## config.mk

```make
export PLATFORM = sky130hd
export DESIGN_NAME = acls_regs
export DESIGN_NICKNAME = d
export VERILOG_FILES = /design/src/rtl/acls_pkg.sv /design/src/rtl/acls_regs.sv
export SDC_FILE = /design/constraint.sdc
export NUM_CORES = 1
export LEC_CHECK = 0
export BUFFER_PORTS_ARGS = -buffer_cell sky130_fd_sc_hd__buf_2
export CAP_MARGIN = 40
export CORE_MARGIN = 4
export CORE_UTILIZATION = 34
export DETAILED_ROUTE_END_ITERATION = 16
export PLACE_DENSITY_LB_ADDON = 0.3
export SLEW_MARGIN = 20
export SYNTH_ARGS = -nofsm -noshare
export SYNTH_HDL_FRONTEND = slang
export SYNTH_SLANG_ARGS = --single-unit
```

## constraint.sdc

```tcl
create_clock -name clk_i -period 1.7 [get_ports clk_i]
set_input_delay 0.34 -clock clk_i [delete_from_list [all_inputs] [get_ports clk_i]]
set_output_delay 0.34 -clock clk_i [all_outputs]
set_load 0.02 [all_outputs]
```

## src/rtl/acls_pkg.sv

```systemverilog
// Package for the audio configuration and link status register bank
`default_nettype none
package acls_pkg;

  // Register offsets on the serial control bus register port
  localparam logic [7:0] ACLS_ADDR_BRIDGE_CONTROL     = 8'h54;
  localparam logic [7:0] ACLS_ADDR_AUDIO_FIFO_CONTROL = 8'h55;
  localparam logic [7:0] ACLS_ADDR_LINK_STATUS        = 8'h5A;

  // Bridge control field positions (low bits only)
  localparam int ACLS_BC_TDM_ENABLE   = 2;
  localparam int ACLS_BC_AUDIO_SOURCE = 1;
  localparam int ACLS_BC_EXTRA_CHAN   = 0;

  // Audio FIFO control field positions
  localparam int ACLS_AF_TDM_TO_PARALLEL = 7;
  localparam int ACLS_AF_PIN_OUTPUT      = 6;
  localparam int ACLS_AF_RESET_ON_TYPE   = 3;
  localparam int ACLS_AF_RESET_ON_AIF    = 2;
  localparam int ACLS_AF_RESET_ON_AVI    = 1;
  localparam int ACLS_AF_RESET_ON_ACR    = 0;

  // Link status field positions
  localparam int ACLS_LS_LINK_READY = 7;
  localparam int ACLS_LS_TX_ACTIVE  = 6;
  localparam int ACLS_LS_PORT_HI    = 5;
  localparam int ACLS_LS_PORT_LO    = 4;
  localparam int ACLS_LS_TMDS       = 3;
  localparam int ACLS_LS_PLL_LOCK   = 2;
  localparam int ACLS_LS_NO_CLOCK   = 1;
  localparam int ACLS_LS_FREQ_OK    = 0;

  // Writable masks and reset values
  localparam logic [7:0] ACLS_BRIDGE_CONTROL_MASK  = 8'h07;
  localparam logic [7:0] ACLS_AUDIO_FIFO_MASK      = 8'hCF;
  localparam logic [7:0] ACLS_BRIDGE_CONTROL_RESET = 8'h00;
  localparam logic [7:0] ACLS_AUDIO_FIFO_RESET     = 8'h0C;
  localparam logic [7:0] ACLS_LINK_STATUS_RESET    = 8'h00;
  localparam logic [7:0] ACLS_READ_UNMAPPED        = 8'h00;

  // Port mode encodings reported while transmitting
  typedef enum logic [1:0] {
    ACLS_PORT_DUAL      = 2'h0,
    ACLS_PORT_SINGLE_P0 = 2'h1,
    ACLS_PORT_SINGLE_P1 = 2'h2,
    ACLS_PORT_REPLICATE = 2'h3
  } acls_port_mode_e;

  // Live conditions from the link, receiver and frequency detector
  typedef struct packed {
    logic            link_ready;
    logic            tx_active;
    logic            downstream_locked;
    logic            input_valid;
    logic            mode_entered;
    acls_port_mode_e port_mode;
    logic            tmds_recovered;
    logic            pll_locked;
    logic            no_clock;
    logic            freq_settled;
  } acls_live_s;

  // Change events seen by the bridge controller, one-cycle pulses
  typedef struct packed {
    logic audio_type;
    logic audio_infoframe;
    logic video_infoframe;
    logic clock_regen;
  } acls_events_s;

  // Settings driven into the audio path and transmitter
  typedef struct packed {
    logic tdm_enable;
    logic audio_source_local;
    logic extra_channel_enable;
    logic tdm_to_parallel_enable;
    logic use_converter_clock;
    logic audio_pin_output_enable;
  } acls_audio_ctl_s;

endpackage
`default_nettype wire

```

## src/rtl/acls_regs.sv

```systemverilog
// Audio configuration and link status register bank
//
// How it works
// - Bridge control bit 2 enables TDM carriage of audio extracted from video.
// - Source select: 0 takes video-input audio, 1 takes local serial audio.
// - Extra channel enable adds a second 2-channel audio stream downstream.
// - Extra channel enable loads from the mode strap pin after reset.
// - Audio config bit 7 enables converter and selects its clock for audio.
// - Audio config bit 6 drives video-input audio onto serial audio pins.
// - Pin output enable is ignored unless the audio source is video input.
// - Bit 3 resets the input audio FIFO on audio type change.
// - Bit 2 resets the FIFO on audio infoframe checksum change.
// - Bit 1 resets the FIFO on video infoframe checksum change.
// - Bit 0 resets the FIFO on clock regeneration N or CTS change.
// - Status bit 7 shows downstream connection found and capabilities known.
// - Status bit 6 shows transmitter active with receiver locked.
// - Transmit-active only after valid input and correct mode entered.
// - Status 5:4 reports port mode while transmit-active, else zero.
// - Status bit 3 shows TMDS data recovered; first revision reads one.
// - Status bit 2 shows input PLL locked to incoming video clock.
// - Status bit 1 shows no input clock above low-frequency threshold.
// - Status bit 0 shows input clock frequency settled.
`default_nettype none
`timescale 1ns/1ps
module acls_regs
  import acls_pkg::*;
#(
  parameter bit TMDS_ALWAYS_VALID = 1'b1
) (
  input  wire logic            clk_i,
  input  wire logic            reset_i,
  input  wire logic            strap_pin_zero_i,
  input  wire logic [7:0]      reg_addr_i,
  input  wire logic            reg_write_i,
  input  wire logic [7:0]      reg_wdata_i,
  input  wire logic            reg_read_i,
  input  wire acls_live_s      live_i,
  input  wire acls_events_s    events_i,
  output logic [7:0]           reg_rdata_o,
  output logic                 reg_rvalid_o,
  output acls_audio_ctl_s      audio_ctl_o,
  output logic                 fifo_reset_o
);

  if ($bits(live_i.port_mode) != 2) begin : g_check
    $error("Port mode field must be two bits wide");
  end

  typedef struct packed {
    logic [7:0]      bridge_control;
    logic [7:0]      audio_fifo_control;
    logic [7:0]      link_status;
    logic [7:0]      rdata;
    logic            rvalid;
    logic            strap_pending;
    logic            fifo_reset;
    acls_audio_ctl_s ctl;
  } acls_state_s;

  acls_state_s state;
  acls_state_s next_state;

  logic tx_ok;
  logic [7:0] live_status;
  logic [7:0] bc_next;
  logic [7:0] af_next;

  // Transmit-active needs every precondition at once, not just the transmitter
  assign tx_ok = live_i.tx_active & live_i.downstream_locked
               & live_i.input_valid & live_i.mode_entered;

  always_comb begin
    live_status = ACLS_LINK_STATUS_RESET;
    live_status[ACLS_LS_LINK_READY] = live_i.link_ready;
    live_status[ACLS_LS_TX_ACTIVE]  = tx_ok;
    if (tx_ok) begin
      live_status[ACLS_LS_PORT_HI:ACLS_LS_PORT_LO] = live_i.port_mode;
    end
    // First silicon could not report loss of TMDS data
    live_status[ACLS_LS_TMDS] = TMDS_ALWAYS_VALID
                              | live_i.tmds_recovered;
    live_status[ACLS_LS_PLL_LOCK] = live_i.pll_locked;
    live_status[ACLS_LS_NO_CLOCK] = live_i.no_clock;
    live_status[ACLS_LS_FREQ_OK]  = live_i.freq_settled;
  end

  always_comb begin
    next_state = state;
    bc_next = state.bridge_control;
    af_next = state.audio_fifo_control;
    next_state.link_status = live_status;
    next_state.rvalid = 1'b0;
    next_state.fifo_reset = 1'b0;

    // Strap is caught one cycle after reset release, never under reset
    if (state.strap_pending) begin
      bc_next[ACLS_BC_EXTRA_CHAN] = strap_pin_zero_i;
      next_state.strap_pending = 1'b0;
    end

    // Status is read-only and reserved bits are masked off
    if (reg_write_i) begin
      case (reg_addr_i)
        ACLS_ADDR_BRIDGE_CONTROL: begin
          bc_next = reg_wdata_i & ACLS_BRIDGE_CONTROL_MASK;
        end
        ACLS_ADDR_AUDIO_FIFO_CONTROL: begin
          af_next = reg_wdata_i & ACLS_AUDIO_FIFO_MASK;
        end
        default: begin
        end
      endcase
    end
    next_state.bridge_control = bc_next;
    next_state.audio_fifo_control = af_next;

    if (reg_read_i) begin
      next_state.rvalid = 1'b1;
      case (reg_addr_i)
        ACLS_ADDR_BRIDGE_CONTROL: begin
          next_state.rdata = state.bridge_control;
        end
        ACLS_ADDR_AUDIO_FIFO_CONTROL: begin
          next_state.rdata = state.audio_fifo_control;
        end
        ACLS_ADDR_LINK_STATUS: begin
          next_state.rdata = state.link_status;
        end
        default: begin
          next_state.rdata = ACLS_READ_UNMAPPED;
        end
      endcase
    end

    next_state.fifo_reset =
        (state.audio_fifo_control[ACLS_AF_RESET_ON_TYPE]
         & events_i.audio_type)
      | (state.audio_fifo_control[ACLS_AF_RESET_ON_AIF]
         & events_i.audio_infoframe)
      | (state.audio_fifo_control[ACLS_AF_RESET_ON_AVI]
         & events_i.video_infoframe)
      | (state.audio_fifo_control[ACLS_AF_RESET_ON_ACR]
         & events_i.clock_regen);

    next_state.ctl.tdm_enable = bc_next[ACLS_BC_TDM_ENABLE];
    next_state.ctl.audio_source_local =
        bc_next[ACLS_BC_AUDIO_SOURCE];
    next_state.ctl.extra_channel_enable =
        bc_next[ACLS_BC_EXTRA_CHAN];
    next_state.ctl.tdm_to_parallel_enable =
        af_next[ACLS_AF_TDM_TO_PARALLEL];
    next_state.ctl.use_converter_clock =
        af_next[ACLS_AF_TDM_TO_PARALLEL];
    // Pins only carry video-input audio, so local source disables them
    next_state.ctl.audio_pin_output_enable =
        af_next[ACLS_AF_PIN_OUTPUT]
        & ~bc_next[ACLS_BC_AUDIO_SOURCE];
  end

  always_ff @(posedge clk_i) begin
    if (reset_i) begin
      state.bridge_control     <= ACLS_BRIDGE_CONTROL_RESET;
      state.audio_fifo_control <= ACLS_AUDIO_FIFO_RESET;
      state.link_status        <= ACLS_LINK_STATUS_RESET;
      state.rdata              <= ACLS_READ_UNMAPPED;
      state.rvalid             <= 1'b0;
      state.strap_pending      <= 1'b1;
      state.fifo_reset         <= 1'b0;
      state.ctl                <= '0;
    end else begin
      state <= next_state;
    end
  end

  assign reg_rdata_o  = state.rdata;
  assign reg_rvalid_o = state.rvalid;
  assign audio_ctl_o  = state.ctl;
  assign fifo_reset_o = state.fifo_reset;

endmodule
`default_nettype wire

```

=== Word-level counts from Yosys, hierarchy flattened ===
Index checks and enable logic that the tools add are counted.

* Register bits: 33
* Input port bits: 36
* Output and inout port bits: 16
* Word-level logic and storage cells: 41

* Equality and inequality tests: 3
* Multiplexer cells: 8
* Bitwise gates (word level): 13
* Reduce and logical (&&, ||, !) cells: 2

{| class="wikitable"
|+ Operators by type and width
! operator !! number
|-
| 8-bit by 7-bit equality test with 1-bit output (second input constant) || 3
|-
| 8-bit one-hot mux with 3 select lines || 1
|-
| 21-bit 2-to-1 mux || 1
|-
| 8-bit 2-to-1 mux || 2
|-
| 9-bit 2-to-1 mux || 1
|-
| 1-bit AND || 8
|-
| 3-bit 2-to-1 mux || 2
|-
| 1-bit bitwise OR || 3
|-
| 1-bit NOT || 2
|-
| 2-bit AND reduction || 1
|-
| 2-bit OR reduction || 1
|-
| 1-bit 2-to-1 mux || 1
|}

=== Depth between registers and ports, before layout ===
* Depth after elaboration: 6
* Depth in mapped cells: 6
* Gate-level depth less buffers: 4

=== Worst setup path after synthesis ===
No wires, ideal clock.

* Path type: input port to flip-flop
* Start: in reg_addr_i[0]
* End: reg state[34] in the netlist's numbering
* Library setup time: 0.113 ns
* Arrival: 1.308 ns
* Required time: 1.587 ns
* Slack: 0.279 ns
* Stages: 5
* Path buffers: 1
* Path through: buf_6 -> nor4b_4 -> nand3_2 -> mux2_4 -> and2_4

* Cells in the longest elaborated chain, start to end: 3

{| class="wikitable"
|+ Ends and longest elaborated chain
! item !! line !! RTL
|-
| start: declaration || acls_regs.sv:33 || <nowiki>input wire logic [7:0] reg_addr_i,</nowiki>
|-
| 8-bit by 7-bit equality test with 1-bit output || acls_regs.sv:103 || <nowiki>case (reg_addr_i)</nowiki>
|-
| 3-bit 2-to-1 mux || acls_regs.sv:103 ||
|-
| 3-bit 2-to-1 mux || acls_regs.sv:102 || <nowiki>if (reg_write_i) begin</nowiki>
|-
| end signal: assignment || acls_regs.sv:171 || <nowiki>state <= next_state;</nowiki>
|-
| end: declaration || acls_regs.sv:60 || <nowiki>acls_state_s state;</nowiki>
|}

Every way passes these cells.
A chain may end at the register's enable or synchronous reset.

==> impl_metrics.ini <==
[status]
status = completed

[hold_path]
hp-class = input pin to flip-flop

[timing]
fmax_mhz = 807
fin_setup_tns_ns = 0
tightestPinTransition_ns = 0.232
rsz0062_at_grt = false
setup_viol = 0
post-route-min-period_ns = 1.24
drv_slew = 0
skew_ns = 0.00545
fin_crit_sh_pct = 72.9
timing_hold_violations_final = 0
slew_headroom_pct = 84.1

[global_routing]
overflow = 0
grt_usage_pct = 11.7
grt_max_degree = 15
antenna_found_initial = 0
grt_pass1_vias = 885
grt_pass1_wl_um = 3840

[logic_synthesis]
syn_nets = 152
netlist_instances = 116
yosys.area.top_type = dfxtp_1
ys_top_cells_by_area = dfxtp_1, mux2i_1, buf_4
synth_area_per_cell_um2 = 10.5
synth_seq_cells = 29
ys.flop_type = dfxtp_1
synth_top_area_share_pct = 47.6
syn_area_um2 = 1220
yosys.cell_types.count = 25
async_flop_share_pct = 0
yosysSeqAreaShare_pct = 47.6
synth-edff-count = 0
yosysWarningCount = 0

[placed_design]
io_buffers = 48
hpwl_um = 1980
dp.cells = 192
place_congestion = 0.742

[clock_tree]
cts.path.max_buffers = 2
htree_levels = 2
cts_hold_buf = 0
cts-root-buf = clkbuf_4
clkTransAtPathRegs_ns = 0.09
clk_latency_ns = 0.32
cts_tree = done
cts_repair_resize_count = 0
clock_sinks = 29
post_cts_buffers = 0
cts_buffers = 5

[worst_setup_path]
crit_type = flip-flop to output port
cp_top_family = flip-flops
slowest_delay_ns = 0.39
cpMaxStageDelayCell = dfxtp_1
cp-end-kind = output port
crit_buf_inv = 1
arrival_ns = 0.90
crit_chain = buf_2
path_max_fanout = 4
cp.required_ns = 1.36
rrSetupSlack_ns = 0.79
cp-start-kind = flip-flop

[drt]
drc_errors = 0
wl_um = 2520
vias_per_cell = 4.66
vias = 932
routedWlPerCell_um = 12.6
drt_iter0_drc = 28
detail-route-antenna-nets = 0
dr.pass1.iters = 4

[power]
finalPower_uw = 1180
ir_drop_mv = 0.266
power_leakage_uw = 0.000687
p_per_area_nw_per_um2 = 819

[final_layout]
finalNetCount = 189
drive_gt1_share_pct = 42.9
syn_to_final_growth_pct = 18.4
multiInputGateArea_um2 = 487
diodes = 0
regArea_um2 = 581
fillers = 353
stdcell_count = 200

[floorplanning]
io_pins = 52
die_area_um2 = 4610
initial_utilization_pct = 36.0
row_count = 21
die_height_um = 67.9
core_um2 = 3390
chipWidth_um = 67.9

[job]
max_cap_violations = 0
==> layout make-up <==
type	count	area share, %
inverter	5	1.30
sequential	29	40.2
clock buffer	6	2.86
tap	46	3.99
timing repair buffer	49	17.2
clock inverter	2	0.694
multi-input combinational	63	33.7
==> metal layers <==
| metal | GRT usage (%) | up-vias | routed length (µm) |
|---|---|---|---|
| li1 | - | 464 | - |
| met2 | 19.8 | 37 | 1240 |
| met3 | 3.12 | 7 | 214 |
| met4 | 8.93 | 0 | 72 |
| met5 | 0 | - | 0 |
| met1 | 12.3 | 424 | 994 |
==> through the flow <==
step                      worst slack (ns)  utilization (%)  instance area [µm²]  hold slack (ns)
after floorplan                      0.279                -                 1220            0.368
after global placement               0.150             41.0                 1390            0.464
after detailed placement             0.123             41.0                 1390            0.471
after CTS                            0.432             42.6                 1440            0.200
after global routing                 0.392             42.6                 1440            0.215
final                                0.460             42.6                 1440            0.210
==> Yosys cell counts (all sizes together) (2+ instances only) <==
master and count:
and2 4, a22oi 8, buf 16, dfxtp 29, o2bb2ai 3, nor2b 4, clkbuf 3, nand3 2
and4bb 3, nand2 3, mux2i 11, o32ai 3, a32oi 2, nor2 13, inv 5
==> cell families after synthesis <==
kind of cell / synth area share (%)
compound gates: 11.7
buf+inv: 12.4
flops: 47.6
mux: 10.3
simple gates: 18.0
==> worst paths after layout <==
kind | startpoint | end | cells past startpoint
setup / recovery | flip-flop | audio_ctl_o[1] | 1
hold / removal | live_i[4] | state[21]$_SDFF_PP0_ | 2
setup reg to reg | state[27]$_SDFFE_PP1P_ | reg_rdata_o[2]$_SDFFE_PP0P_ | 4
hold reg to reg | reg_rdata_o[7]$_SDFFE_PP0P_ | reg_rdata_o[7]$_SDFFE_PP0P_ | 2
==> layout by cell type, fill, tap and decap left out, types with 2 or more instances in the layout <==
cell type  netlist  layout
a22oi_1          8       8
a32oi_1          2       2
and2_1           3       3
and4bb_2         3       3
buf_2            1      48
clkbuf_4         0       5
clkinv_2         0       2
dfxtp_1         29      29
inv_1            5       5
mux2i_1         11      11
nand2_1          3       3
nand3_2          2       2
nor2_1          13      13
nor2b_1          4       4
o2bb2ai_1        3       3
o32ai_1          3       3
==> sequential cells by signal (all words and copies together) (netlist names), named ones only <==
name,cells
state,16
reg_rdata_o,8
audio_ctl_o,1
fifo_reset_o,1
reg_rvalid_o,1
==> report_power, final <==
part           internal, µW  switching, µW  leakage [µW]
clock network           157            233     0.0000320
registers               692           4.39      0.000236
logic                  47.5           47.8      0.000419
Power figures use the tool's default switching activity.
